--- src/pkg/ffr_defines.svh ---
// offsets, fields, resets and timing of the fan fail block
`ifndef FFR_DEFINES_SVH
`define FFR_DEFINES_SVH

`define FFR_SYS_CLK_HZ          10000000
`define FFR_SYS_CLK_MHZ         10

// 1/256 duty per 125 ms = 3.125 %/s
`define FFR_RAMP_SLOW_STEP_US   125000
`define FFR_TACH_TIMEOUT_US     1000000

`define FFR_PWM_STEPS           256
`define FFR_PWM_HZ_33           33
`define FFR_PWM_HZ_150          150
`define FFR_PWM_HZ_1500         1500
`define FFR_PWM_HZ_25K          25000

`define FFR_IDX_CTRL            8'h02
`define FFR_ADDR_CTRL           8'h08
`define FFR_ADDR_CFG            8'h0C
`define FFR_ADDR_DUTY_TGT       8'h10
`define FFR_ADDR_DUTY_NOW       8'h14
`define FFR_ADDR_FAIL           8'h18
`define FFR_ADDR_IRQ_STAT       8'h1C
`define FFR_ADDR_IRQ_MASK       8'h20

`define FFR_CTRL_RESET          8'h03
`define FFR_CFG_RESET           3'h0
`define FFR_CTRL_CLEAR_BIT      7
`define FFR_DUTY_FULL           8'hFF
`define FFR_DUTY_ZERO           8'h00

`endif

--- src/pkg/ffr_pkg.sv ---
// types shared by the fan fail and ramp control block
package ffr_pkg;

    typedef enum logic [1:0] {
        RAMP_SLOW      = 2'b00,
        RAMP_SLOW_MED  = 2'b01,
        RAMP_MED_FAST  = 2'b10,
        RAMP_IMMEDIATE = 2'b11
    } ffr_ramp_e_t;

    typedef enum logic [1:0] {
        PWM_33HZ   = 2'b00,
        PWM_150HZ  = 2'b01,
        PWM_1500HZ = 2'b10,
        PWM_25KHZ  = 2'b11
    } ffr_pwm_freq_t;

    typedef enum logic [2:0] {
        RS_HOLD = 3'b001,
        RS_UP   = 3'b010,
        RS_DOWN = 3'b100
    } ffr_ramp_state_t;

    typedef struct packed {
        logic        failure_flag_clear;
        logic        zero_duty_detect_enable;
        ffr_ramp_e_t ramp;
        logic        detect_at_full_duty_only;
        logic        pulse_feature_enable;
        logic        speed_input_two_enable;
        logic        speed_input_one_enable;
    } ffr_ctrl_t;

    typedef struct packed {
        logic          failPinLatched;
        ffr_pwm_freq_t pwmFreq;
    } ffr_cfg_t;

endpackage : ffr_pkg

--- src/rtl/ffr_fail_chan.sv ---
// one speed input: missing-pulse watchdog and sticky failure flag
`timescale 1ns/1ps
`default_nettype none
module ffr_fail_chan #(
    parameter int unsigned TIMEOUT_CYCLES = 10000000
) (
    input  wire logic sys_clk,
    input  wire logic reset,
    input  wire logic ce,
    input  wire logic speedIn,
    input  wire logic enable,
    input  wire logic allowed,
    input  wire logic clear,
    output logic      failFlag_q,
    output logic      failEvent_q
);
    logic        prev_q;
    logic [31:0] cnt_q;
    logic        expired;

    assign expired = (cnt_q >= 32'(TIMEOUT_CYCLES) - 32'h1);

    always_ff @(posedge sys_clk) begin
        if (reset) begin
            prev_q <= 1'b0;
            cnt_q  <= 32'h0;
        end else if (ce) begin
            prev_q <= speedIn;
            if (!enable || !allowed || (speedIn && !prev_q) || expired) begin
                cnt_q <= 32'h0;
            end else begin
                cnt_q <= cnt_q + 32'h1;
            end
        end
    end

    always_ff @(posedge sys_clk) begin
        if (reset) begin
            failFlag_q  <= 1'b0;
            failEvent_q <= 1'b0;
        end else if (ce) begin
            failEvent_q <= enable && allowed && expired && !failFlag_q;
            if (enable && allowed && expired) begin
                failFlag_q <= 1'b1;
            end else if (clear || !enable) begin
                failFlag_q <= 1'b0;
            end
        end
    end
endmodule : ffr_fail_chan
`default_nettype wire

--- src/rtl/ffr_fan_fail_ramp.sv ---
// fan failure detection and duty ramp control with ahb-lite registers
//
// Functional notes
// - Writing one to the failure-clear bit zeroes every fan failure flag.
// - After a clear, a flag is set again whenever a new failure is seen on its channel.
// - In interrupt mode the failure-clear write also releases the fail output pin.
// - The failure-clear bit returns to zero by itself and always reads as zero.
// - With zero-duty detection off, detection is suppressed at zero duty or ramping to zero.
// - With zero-duty detection on and full-duty-only off, detection runs at every duty value including zero.
// - The ramp field selects 3.125, 6.25 or 12.5 percent per second, or immediate change.
// - With full-duty-only set, failure is evaluated only while duty is 100 percent.
// - The pulse feature bit enables the pulse function, effective only at 33 Hz PWM.
// - Clearing input two enable stops its monitoring and clears its flag, and clears the pin in interrupt mode or when flag one is clear.
// - Setting input two enable turns its monitoring on; it is one by default.
// - Clearing input one enable stops its monitoring and clears its flag, and clears the pin in interrupt mode or when flag two is clear.
// - Setting input one enable turns its monitoring on; it is one by default.
// - The control register holds 03h as its nonvolatile factory value.
`timescale 1ns/1ps
`default_nettype none
`include "ffr_defines.svh"
module ffr_fan_fail_ramp
    import ffr_pkg::*;
#(
    parameter int unsigned RAMP_STEP_CYCLES = `FFR_RAMP_SLOW_STEP_US * `FFR_SYS_CLK_MHZ,
    parameter int unsigned TACH_TIMEOUT_CYC = `FFR_TACH_TIMEOUT_US * `FFR_SYS_CLK_MHZ
) (
    input  wire logic        sys_clk,
    input  wire logic        reset,
    input  wire logic        ce,
    input  wire logic        hsel,
    input  wire logic [7:0]  haddr,
    input  wire logic [1:0]  htrans,
    input  wire logic        hwrite,
    input  wire logic [2:0]  hsize,
    input  wire logic [31:0] hwdata,
    input  wire logic        hready,
    output logic             hreadyout,
    output logic             hresp,
    output logic      [31:0] hrdata,
    input  wire logic        speedInputOne,
    input  wire logic        speedInputTwo,
    output logic             pwmOut,
    output logic             pulseFeatureActive,
    output logic             failFlagPinOut,
    output logic             failFlagPinOe,
    output logic             irq
);
    localparam int PRE_33   = `FFR_SYS_CLK_HZ / (`FFR_PWM_HZ_33 * `FFR_PWM_STEPS);
    localparam int PRE_150  = `FFR_SYS_CLK_HZ / (`FFR_PWM_HZ_150 * `FFR_PWM_STEPS);
    localparam int PRE_1500 = `FFR_SYS_CLK_HZ / (`FFR_PWM_HZ_1500 * `FFR_PWM_STEPS);
    localparam int PRE_25K  = `FFR_SYS_CLK_HZ / (`FFR_PWM_HZ_25K * `FFR_PWM_STEPS);

    ffr_ctrl_t   ctrl_q;
    ffr_cfg_t    cfg_q;
    logic [7:0]  dutyTarget_q;
    logic [1:0]  irqStat_q;
    logic [1:0]  irqMask_q;
    logic        clearPulse_q;
    logic        pinLatch_q;
    logic        wrPend_q;
    logic [7:0]  wrAddr_q;
    logic        rdPend_q;
    logic [7:0]  rdAddr_q;
    logic [15:0] preCnt_q;
    logic [7:0]  pwmCnt_q;
    logic [15:0] preLimit;
    logic [7:0]  duty;
    logic        rampDown;
    logic        detectAllowed;
    logic        flagOne;
    logic        flagTwo;
    logic        eventOne;
    logic        eventTwo;
    logic        addrTaken;
    logic [31:0] rdMux;

    assign addrTaken = ce && hsel && hready && htrans[1];

    // bus address and data phases
    always_ff @(posedge sys_clk) begin
        if (reset) begin
            wrPend_q  <= 1'b0;
            wrAddr_q  <= 8'h00;
            rdPend_q  <= 1'b0;
            rdAddr_q  <= 8'h00;
            hreadyout <= 1'b1;
            hresp     <= 1'b0;
            hrdata    <= 32'h0;
        end else if (ce) begin
            wrPend_q <= addrTaken && hwrite;
            wrAddr_q <= haddr;
            rdPend_q <= addrTaken && !hwrite;
            if (addrTaken && !hwrite) begin
                rdAddr_q  <= haddr;
                hreadyout <= 1'b0;
            end else begin
                hreadyout <= 1'b1;
            end
            if (rdPend_q) begin
                hrdata <= rdMux;
            end
        end
    end

    // register read mux
    always_comb begin
        rdMux = 32'h0;
        if (rdAddr_q == `FFR_ADDR_CTRL) begin
            rdMux = {24'h0, ctrl_q};
        end else if (rdAddr_q == `FFR_ADDR_CFG) begin
            rdMux = {29'h0, cfg_q};
        end else if (rdAddr_q == `FFR_ADDR_DUTY_TGT) begin
            rdMux = {24'h0, dutyTarget_q};
        end else if (rdAddr_q == `FFR_ADDR_DUTY_NOW) begin
            rdMux = {24'h0, duty};
        end else if (rdAddr_q == `FFR_ADDR_FAIL) begin
            rdMux = {30'h0, flagTwo, flagOne};
        end else if (rdAddr_q == `FFR_ADDR_IRQ_STAT) begin
            rdMux = {30'h0, irqStat_q};
        end else if (rdAddr_q == `FFR_ADDR_IRQ_MASK) begin
            rdMux = {30'h0, irqMask_q};
        end
    end

    // control register and clear strobe
    always_ff @(posedge sys_clk) begin
        if (reset) begin
            ctrl_q       <= ffr_ctrl_t'(`FFR_CTRL_RESET);
            clearPulse_q <= 1'b0;
        end else if (ce) begin
            clearPulse_q <= 1'b0;
            if (wrPend_q && wrAddr_q == `FFR_ADDR_CTRL) begin
                ctrl_q <= ffr_ctrl_t'(hwdata[7:0]);
                ctrl_q.failure_flag_clear <= 1'b0;
                clearPulse_q <= hwdata[`FFR_CTRL_CLEAR_BIT];
            end
        end
    end

    // cfg, duty target, irq mask
    always_ff @(posedge sys_clk) begin
        if (reset) begin
            cfg_q        <= ffr_cfg_t'(`FFR_CFG_RESET);
            dutyTarget_q <= `FFR_DUTY_ZERO;
            irqMask_q    <= 2'h0;
        end else if (ce && wrPend_q) begin
            if (wrAddr_q == `FFR_ADDR_CFG) begin
                cfg_q <= ffr_cfg_t'(hwdata[2:0]);
            end else if (wrAddr_q == `FFR_ADDR_DUTY_TGT) begin
                dutyTarget_q <= hwdata[7:0];
            end else if (wrAddr_q == `FFR_ADDR_IRQ_MASK) begin
                irqMask_q <= hwdata[1:0];
            end
        end
    end

    ffr_ramp_gen #(
        .STEP_CYCLES (RAMP_STEP_CYCLES)
    ) u_ramp (
        .sys_clk     (sys_clk),
        .reset       (reset),
        .ce          (ce),
        .target      (dutyTarget_q),
        .rate        (ctrl_q.ramp),
        .duty_q      (duty),
        .rampingDown (rampDown)
    );

    // detection window by duty
    always_comb begin
        if (ctrl_q.detect_at_full_duty_only) begin
            detectAllowed = (duty == `FFR_DUTY_FULL);
        end else if (ctrl_q.zero_duty_detect_enable) begin
            detectAllowed = 1'b1;
        end else begin
            detectAllowed = !((duty == `FFR_DUTY_ZERO)
                              || (rampDown && dutyTarget_q == `FFR_DUTY_ZERO));
        end
    end

    ffr_fail_chan #(
        .TIMEOUT_CYCLES (TACH_TIMEOUT_CYC)
    ) u_chan_one (
        .sys_clk     (sys_clk),
        .reset       (reset),
        .ce          (ce),
        .speedIn     (speedInputOne),
        .enable      (ctrl_q.speed_input_one_enable),
        .allowed     (detectAllowed),
        .clear       (clearPulse_q),
        .failFlag_q  (flagOne),
        .failEvent_q (eventOne)
    );

    ffr_fail_chan #(
        .TIMEOUT_CYCLES (TACH_TIMEOUT_CYC)
    ) u_chan_two (
        .sys_clk     (sys_clk),
        .reset       (reset),
        .ce          (ce),
        .speedIn     (speedInputTwo),
        .enable      (ctrl_q.speed_input_two_enable),
        .allowed     (detectAllowed),
        .clear       (clearPulse_q),
        .failFlag_q  (flagTwo),
        .failEvent_q (eventTwo)
    );

    // fail pin latch for interrupt mode
    always_ff @(posedge sys_clk) begin
        if (reset) begin
            pinLatch_q <= 1'b0;
        end else if (ce) begin
            if (eventOne || eventTwo) begin
                pinLatch_q <= 1'b1;
            end else if (clearPulse_q) begin
                pinLatch_q <= 1'b0;
            end else if (!ctrl_q.speed_input_one_enable
                         || !ctrl_q.speed_input_two_enable) begin
                pinLatch_q <= 1'b0;
            end
        end
    end

    // open-drain fail pin, low when asserted
    always_ff @(posedge sys_clk) begin
        if (reset) begin
            failFlagPinOut <= 1'b0;
            failFlagPinOe  <= 1'b0;
        end else if (ce) begin
            failFlagPinOut <= 1'b0;
            failFlagPinOe  <= cfg_q.failPinLatched ? pinLatch_q : (flagOne || flagTwo);
        end
    end

    // sticky w1c irq status, set wins
    always_ff @(posedge sys_clk) begin
        if (reset) begin
            irqStat_q <= 2'h0;
            irq       <= 1'b0;
        end else if (ce) begin
            if (wrPend_q && wrAddr_q == `FFR_ADDR_IRQ_STAT) begin
                irqStat_q <= (irqStat_q & ~hwdata[1:0]) | {eventTwo, eventOne};
            end else begin
                irqStat_q <= irqStat_q | {eventTwo, eventOne};
            end
            irq <= |(irqStat_q & irqMask_q);
        end
    end

    // pwm prescale per selected frequency
    always_comb begin
        case (cfg_q.pwmFreq)
            PWM_150HZ:  preLimit = 16'(PRE_150);
            PWM_1500HZ: preLimit = 16'(PRE_1500);
            PWM_25KHZ:  preLimit = 16'(PRE_25K);
            default:    preLimit = 16'(PRE_33);
        endcase
    end

    // pwm counter and output, 0xFF is full on
    always_ff @(posedge sys_clk) begin
        if (reset) begin
            preCnt_q <= 16'h0;
            pwmCnt_q <= 8'h00;
            pwmOut   <= 1'b0;
        end else if (ce) begin
            if (preCnt_q >= preLimit - 16'h1) begin
                preCnt_q <= 16'h0;
                pwmCnt_q <= pwmCnt_q + 8'h01;
            end else begin
                preCnt_q <= preCnt_q + 16'h1;
            end
            pwmOut <= (duty == `FFR_DUTY_FULL) || (pwmCnt_q < duty);
        end
    end

    // pulse feature at 33 Hz only
    always_ff @(posedge sys_clk) begin
        if (reset) begin
            pulseFeatureActive <= 1'b0;
        end else if (ce) begin
            pulseFeatureActive <= ctrl_q.pulse_feature_enable
                                  && (cfg_q.pwmFreq == PWM_33HZ);
        end
    end

endmodule : ffr_fan_fail_ramp
`default_nettype wire

--- src/rtl/ffr_ramp_gen.sv ---
// duty-cycle ramp toward a target at a selectable rate
`timescale 1ns/1ps
`default_nettype none
module ffr_ramp_gen
    import ffr_pkg::*;
#(
    parameter int unsigned STEP_CYCLES = 1250000
) (
    input  wire logic        sys_clk,
    input  wire logic        reset,
    input  wire logic        ce,
    input  wire logic [7:0]  target,
    input  wire ffr_ramp_e_t rate,
    output logic      [7:0]  duty_q,
    output logic             rampingDown
);
    ffr_ramp_state_t state_q;
    logic [31:0]     cnt_q;
    logic [31:0]     limit;

    always_comb begin
        case (rate)
            RAMP_SLOW_MED: limit = 32'(STEP_CYCLES >> 1);
            RAMP_MED_FAST: limit = 32'(STEP_CYCLES >> 2);
            default:       limit = 32'(STEP_CYCLES);
        endcase
        if (limit == 32'h0) begin
            limit = 32'h1;
        end
    end

    assign rampingDown = (state_q == RS_DOWN);

    always_ff @(posedge sys_clk) begin
        if (reset) begin
            state_q <= RS_HOLD;
            duty_q  <= 8'h00;
            cnt_q   <= 32'h0;
        end else if (ce) begin
            case (state_q)
                RS_HOLD: begin
                    cnt_q <= 32'h0;
                    if (target > duty_q) begin
                        state_q <= RS_UP;
                    end else if (target < duty_q) begin
                        state_q <= RS_DOWN;
                    end
                end
                RS_UP, RS_DOWN: begin
                    if (rate == RAMP_IMMEDIATE || target == duty_q
                        || ((state_q == RS_UP) != (target > duty_q))) begin
                        duty_q  <= (rate == RAMP_IMMEDIATE) ? target : duty_q;
                        state_q <= RS_HOLD;
                    end else if (cnt_q >= limit - 32'h1) begin
                        duty_q <= (state_q == RS_UP) ? duty_q + 8'h01 : duty_q - 8'h01;
                        cnt_q  <= 32'h0;
                    end else begin
                        cnt_q <= cnt_q + 32'h1;
                    end
                end
                default: state_q <= RS_HOLD;
            endcase
        end
    end
endmodule : ffr_ramp_gen
`default_nettype wire
--- config.mk ---
export PLATFORM = sky130hd
export DESIGN_NAME = ffr_fan_fail_ramp
export DESIGN_NICKNAME = d
export VERILOG_FILES = /design/src/pkg/ffr_pkg.sv /design/src/rtl/ffr_fail_chan.sv /design/src/rtl/ffr_fan_fail_ramp.sv /design/src/rtl/ffr_ramp_gen.sv
export VERILOG_INCLUDE_DIRS = /design/src /design/src/pkg
export SDC_FILE = /design/constraint.sdc
export NUM_CORES = 1
export LEC_CHECK = 0
export BUFFER_PORTS_ARGS = -buffer_cell sky130_fd_sc_hd__buf_2
export CAP_MARGIN = 5
export CORE_ASPECT_RATIO = 1.75
export CORE_UTILIZATION = 54
export CTS_CLUSTER_SIZE = 28
export DETAILED_ROUTE_END_ITERATION = 6
export HOLD_SLACK_MARGIN = 0.02
export PLACE_DENSITY_LB_ADDON = 0.3
export SYNTH_ARGS = -nofsm -noshare
export SYNTH_HDL_FRONTEND = slang
export SYNTH_SLANG_ARGS = --single-unit
--- constraint.sdc ---
create_clock -name sys_clk -period 3.06 [get_ports sys_clk]
set_input_delay 0.612 -clock sys_clk [delete_from_list [all_inputs] [get_ports sys_clk]]
set_output_delay 0.612 -clock sys_clk [all_outputs]
set_load 0.01 [all_outputs]
Word level (Yosys, flattened, before mapping)

Cells that the tools add are included.

Reductions and logical operators: 66
Eq/ne operators: 28
Bitwise logic cells: 7
Add/sub/neg operators: 9
Magnitude comparators: 7
Multiplexer cells: 37

Operators by type and width:

| operator                                               | number |
|---|---|
| 2-to-1 mux 32 bit                                      | 4 |
| adder 32 x 1 -> 32 bit (second input constant)         | 3 |
| >= comparator 32 x 24 -> 1 bit (second input constant) | 2 |
| 2-to-1 mux 8 bit                                       | 8 |
| one-hot mux 32 bit (2 select lines)                    | 1 |
| == test 8 x 5 -> 1 bit (second input constant)         | 6 |
| one-hot mux 21 bit (2 select lines)                    | 1 |
| one-hot mux 11 bit (3 select lines)                    | 1 |
| == test 8 x 4 -> 1 bit (second input constant)         | 4 |
| >= comparator 32 bit                                   | 1 |
| zero test 32 bit                                       | 1 |
| subtractor 21 x 1 -> 22 bit (second input constant)    | 1 |
| 2-to-1 mux 21 bit                                      | 1 |
| logical AND 1 bit                                      | 18 |
| adder 16 x 1 -> 16 bit (second input constant)         | 1 |
| adder 8 x 1 -> 8 bit (second input constant)           | 2 |
| == test 8 x 6 -> 1 bit (second input constant)         | 2 |
| >= comparator 16 bit                                   | 1 |
| zero test 8 bit                                        | 2 |
| less-than comparator 8 bit                             | 2 |
| 2-to-1 mux 16 bit                                      | 1 |
| AND reduction 2 bit                                    | 8 |
| subtractor 16 x 1 -> 16 bit (second input constant)    | 1 |
| logical OR 1 bit                                       | 15 |
| 28 further kinds                                       | 67 |

Input port bits: 53
Register bits after elaboration: 216
Output and inout port bits: 39
Logic and storage cells: 190

Depth between registers and ports, before layout

Word-level depth: 11
Gate-level depth with buffers: 13
Gate-level depth less buffers: 11

By module

From an unflattened synthesis, not the netlist that was laid out.

Cells, all modules: 1225
Area, all modules: 10662.7 um2

By module, submodules not included:

| module            | seq. area each (um2) | area an instance (um2) | instances | cells an instance |
|---|---|---|---|---|
| ffr_fan_fail_ramp | 1581.5               | 4229.1                 | 1         | 485 |
| ffr_fail_chan     | 700.7                | 1670.4                 | 2         | 184 |
| ffr_ramp_gen      | 860.8                | 3093.0                 | 1         | 372 |

Worst setup path before layout

No wires, ideal clock.

Path type: register to register
Start: register ctrl_q[4] (netlist name)
End: register u_ramp.duty_q[7]
Setup time: 0.135 ns
Buffers on the path: 1
Stages on the path, launching flop included: 12
Arrival time: 2.721 ns
Data required time: 2.925 ns
Clock period less this slack: 2.855 ns
Slack: 0.205 ns
Path through: dfxtp_1 inv_1 ha_1 inv_1 ha_1 nand2_1 or3_1 a311oi_2 o211ai_1 buf_2 a221oi_1 a311oi_1

Longest elaborated chain between the ends: 8
Elaborated cells between the ends (all ways): 14
Those cells by class: add/sub: 1; order compare: 1; eq/ne: 4; mux: 3; reduce/logical: 5

Ends and longest elaborated chain:

| item                                                           | line                     | RTL |
|---|---|---|
| from (decl)                                                    | ffr_fan_fail_ramp.sv:53  | `ffr_ctrl_t ctrl_q;` |
| from (signal assigned)                                         | ffr_fan_fail_ramp.sv:128 | `` ctrl_q <= ffr_ctrl_t'(`FFR_CTRL_RESET); `` |
| from (signal assigned)                                         | ffr_fan_fail_ramp.sv:133 | `ctrl_q <= ffr_ctrl_t'(hwdata[7:0]);` |
| == test 2 bit / == test 2 x 1 -> 1 bit (equally long branches) | ffr_ramp_gen.sv:22       | `case (rate)` |
| one-hot mux 21 bit (2 select lines)                            | ffr_ramp_gen.sv:22       |  |
| zero test 32 bit                                               | ffr_ramp_gen.sv:27       | `if (limit == 32'h0) begin` |
| 2-to-1 mux 21 bit                                              | ffr_ramp_gen.sv:27       |  |
| subtractor 21 x 1 -> 22 bit                                    | ffr_ramp_gen.sv:54       | `end else if (cnt_q >= limit - 32'h1) begin` |
| >= comparator 32 bit                                           | ffr_ramp_gen.sv:54       |  |
| nonzero test 2 bit (no line)                                   | --                       |  |
| AND reduction 4 bit (no line)                                  | --                       |  |
| to (signal assigned)                                           | ffr_ramp_gen.sv:52       | `duty_q <= (rate == RAMP_IMMEDIATE) ? target : duty_q;` |
| to (signal assigned)                                           | ffr_ramp_gen.sv:55       | `duty_q <= (state_q == RS_UP) ? duty_q + 8'h01 : duty_q - 8'h01;` |
| to (decl)                                                      | ffr_ramp_gen.sv:14       | `output logic [7:0] duty_q,` |

Several ways; a longest one is shown, not always the timed one.
A chain may end at the register's enable or synchronous reset.

Final worst setup path

Start: register ctrl_q[4] (netlist name)
End: register u_ramp.duty_q[2]

Same word-level chain as after synthesis.

==> impl_summary.md <==
Outcome
The flow ran to the end, but the final reports show violations. The final reports fail on DRC.

Floorplan
The floorplan die area is 19800 um2. The die is 107 um wide. The initial cell density of the core is 0.554. The height of the die is 185 um.

The core area is 18700 um2. In this run the count of I/O pins placed on the die edge is 92. The row count is 66.

Drt
The number of DRC violations after detailed routing is 2. The met2 routed wirelength is 13300 um. The detailed router used layers up to and including met4.

The detail-routed net length per standard cell is 16.2 um. The final wirelength is 24700 um. In the final routing, the length of wire on met1 measures 9540 um. The number of detailed-routing iterations run before antenna repair is 7. The final route contains 8895 vias. The sum of met3 wire segment lengths after detailed routing is 635 um. The post-route antenna net violation count is 0. The starting DRC count in detailed routing is 448. The ratio of routed vias to standard cells is 5.84.

Worst hold path
The worst hold path passes through 2 cells. The end of the worst hold path is pwmCnt_q[2]$_SDFFE_PP0P_. The class of the most critical hold timing path is primary input to flip-flop. The startpoint identified for the worst hold timing path is reset.

Power and ir drop
The power density over cell area is 447 nW/um2. The relative contribution of the clock network to total power is 0.472. For this design the total switching power over the nets is 1.16 mW. In this run the static leakage power is 4.52 nW. The portion of total power attributed to sequential cells is 0.491.

Of the total power, the share spent switching nets is 0.226. The combinational share of power is 0.037. The internal power consumption is 3.98 mW. Overall power consumption after layout is estimated at 5.13 mW. The maximum VDD drop is 0.519 mV.

Final layout
After filler insertion, the fill cell instance count of the layout stands at 1651. The share of cells above drive strength 1 is 0.0942. The number of inserted diodes is 0. The number of nets in the finished design is 1394.

The utilization after layout is 0.612. Compared with the post-synthesis result, the final layout area differs by 10.5%. Summing all non-filler instances in the final layout gives an area of 11500 um2. The final cell count without fillers is 1523.

Placement
Summing all placed instances gives a cell area of 10800 um2. The total placed cells including tap cells is 1491. Port buffering added 37 buffers. Once detailed placement completed, the half-perimeter wirelength came to 18100 um. OpenSTA, run right after detailed placement, puts the worst setup slack at 141 ps. At the end of routability-driven placement, the weighted congestion stood at 0.880.

Clock network
The clock insertion delay at the later pin of the skew report is 440 ps. The post-cts gate resize count is 0. The count of buffers added by post-CTS timing repair for setup is 0. The clock tree root driver cell is clkbuf_16. The CTS tree is done.

The clock tree buffer depth is 2. The clock-pin slew of the registers on the worst-case setup and hold paths is 70 ps. CTS built an H-tree with a depth of 4.

Buffers inserted during clock tree synthesis total 17. The number of buffers added to fix hold violations after cts is 0. CTS saw 192 sinks.

Logic synthesis
After synthesis, the share of flip-flops with an asynchronous set or reset is 0. For this run, the register share of the synthesized area comes to 0.370. The post-synthesis cell area is 10400 um2. The number of enable flip-flop cells after synthesis is 0. A synthesized cell averages 8.43 um2. Of all cell types, the one taking the most synthesized area is dfxtp_1. Yosys printed 0 warnings. Synthesis instantiated 74 different standard cells from the library. Counting every instance in the synthesized netlist gives 1232. The proportion of netlist area held by the largest area contributor is 0.370. By area the synthesized netlist is led by dfxtp_1 37%, ha_1 8.2%, nor2_1 6.8%, mux2i_1 5.8%, xor2_1 4.1%. The prevailing post-synth register cell is dfxtp_1.

In this run, synthesis produced a sequential element count of 192. By count the netlist is led by 192 x dfxtp_1, 189 x nor2_1, 82 x nand2_1. Among all cell types in the netlist, the one instantiated most often is dfxtp_1.

Worst setup path
At the worst endpoint, the required time is 3430 ps. Counting stages on the worst path, the most repeated cell is ha_1. Walking the worst path, the cells encountered are inv_1 -> ha_1 -> inv_2 -> ha_1 -> nand2_1 -> or3_1 -> a311oi_4 -> o211ai_1 -> buf_4 -> a221o_1 -> a21oi_1. The longest individual stage delay on the worst path is 420 ps.

The sort of element at the start of the critical path is a flip-flop. The minimum setup slack among reg-to-reg paths is 260 ps. The arrival time of the worst setup path is 3170 ps. In this run the worst path has a maximum fanout of 11. The worst reg2reg path startpoint is ctrl_q[4]$_SDFFE_PP0P_.

STA classifies the critical path endpoint as a flip-flop. The class of the most critical setup path is flip-flop to flip-flop. The worst reg-to-reg path cell count is 11. Among all stages on the critical path, the largest delay is contributed by or3_1. The terminus of the critical flop-to-flop path is u_ramp.duty_q[2]$_SDFFE_PP0P_.

STA
The tightest hold margin is 419 ps. The total count of hold-check failures in the final report is 0. The minimum setup slack in the final design is 262 ps. Setup repair after global routing left no endpoint under its margin. The number of slew-limit violations in the final report came to 0. The setup skew after layout is 9.92 ps.

In this run the tightest slew margin relative to its limit is 0.252. In the finished design, the share of the clock period the worst path needs comes to 0.914. Setup violations remaining at the end of the flow were counted as 0. The highest achievable clock rate is 0.357 GHz. At the pin with the least slew margin, the transition time is 1120 ps. Counting I/O delays and the setup requirement, the final critical path takes 2800 ps. The setup TNS after final layout is 0 ps.

GRT
In the global route stage, overall resource usage came out at 0.260. The initial antenna violation count is 0. The first global-routing pass estimated 40800 um of wire. The pin count of the biggest net entering global routing is 102. After global routing the overflow that remains totals 0. The via count of the first global-routing pass came to 8590.

Flow run
The max-cap check violation count is 0.
## sequential cells by signal, indices dropped and copies added, names as in the netlist, 2 cells and up
| register | flops |
|---|---|
| cfg_q | 3 |
| wrAddr_q | 8 |
| rdAddr_q | 8 |
| irqMask_q | 2 |
| u_chan_two.cnt_q | 32 |
| u_ramp.state_q | 3 |
| pwmCnt_q | 8 |
| hrdata | 8 |
| u_ramp.duty_q | 8 |
| u_ramp.cnt_q | 32 |
| dutyTarget_q | 8 |
| preCnt_q | 16 |
| u_chan_one.cnt_q | 32 |
| irqStat_q | 2 |
| ctrl_q | 7 |
## power by group through the flow
stage / sequential (mW) / clock (mW) / combinational (mW)
floorplan: 2.58 / 0 / 0.149
detailed placement: 2.58 / 0 / 0.188
global placement: 2.58 / 0 / 0.186
global route: 2.52 / 2.56 / 0.209
CTS: 2.52 / 2.46 / 0.189
finish: 2.52 / 2.42 / 0.189
## per-layer routing
| layer | up-vias | GRT usage |
|---|---|---|
| li1 | 4413 | - |
| met2 | 165 | 0.495 |
| met3 | 73 | 0.0408 |
| met1 | 4244 | 0.262 |
| met5 | - | 0 |
| met4 | 0 | 0.147 |
## how the worst max path moves through the flow
stage                                 from  slack, ps                            end
floorplan           ctrl_q[4]$_SDFFE_PP0P_        200  u_ramp.duty_q[7]$_SDFFE_PP0P_
global placement    ctrl_q[4]$_SDFFE_PP0P_        160  u_ramp.duty_q[2]$_SDFFE_PP0P_
detailed placement  ctrl_q[4]$_SDFFE_PP0P_        140  u_ramp.duty_q[2]$_SDFFE_PP0P_
CTS                 ctrl_q[4]$_SDFFE_PP0P_        120  u_ramp.duty_q[2]$_SDFFE_PP0P_
global route        ctrl_q[4]$_SDFFE_PP0P_         50  u_ramp.duty_q[2]$_SDFFE_PP0P_
finish              ctrl_q[4]$_SDFFE_PP0P_        260  u_ramp.duty_q[2]$_SDFFE_PP0P_
## layout by cell type, fill, tap and decap left out, drive strengths merged, types with 22 or more instances in the layout
cell type and count:
a21oi 74, nand3 67, dfxtp 192, and3 22
buf 64, nand2 82, ha 68, xor2 49
mux2i 60, xnor2 25, inv 46, nor2 189
nor3 37, o21ai 35, nand4 28, conb 32
## kinds of logic after synthesis
logic type               count (synthesis)  share of synthesized area
XOR/XNOR                                74                     0.0624
flip-flops                             192                      0.370
buffers and inverters                  114                     0.0535
multiplexers                            60                     0.0578
other                                    2                   0.000723
AND/OR/NAND/NOR                        516                      0.244
AO/OA/AOI/OAI                          205                      0.128
adder cells (fa/ha/maj)                 69                     0.0839
## final cells by class
cell class              count  area, um2  area share
clock buffers              18        439      0.0383
clock inverters            14        203      0.0177
inverters                  41        154      0.0134
multi-input cells         956       6120       0.534
flip-flops and latches    192       3840       0.335
well taps                 238        298      0.0259
repair buffers             64        415      0.0362
## critical path, delay by kind of cell (launching register included)
kind	cells	cell delay, ps
compound gates	4	960
fa+ha+maj	2	630
simple gates	2	490
flops	1	330
buf+inv	3	330
No activity file was read; power rests on OpenSTA's default activity.
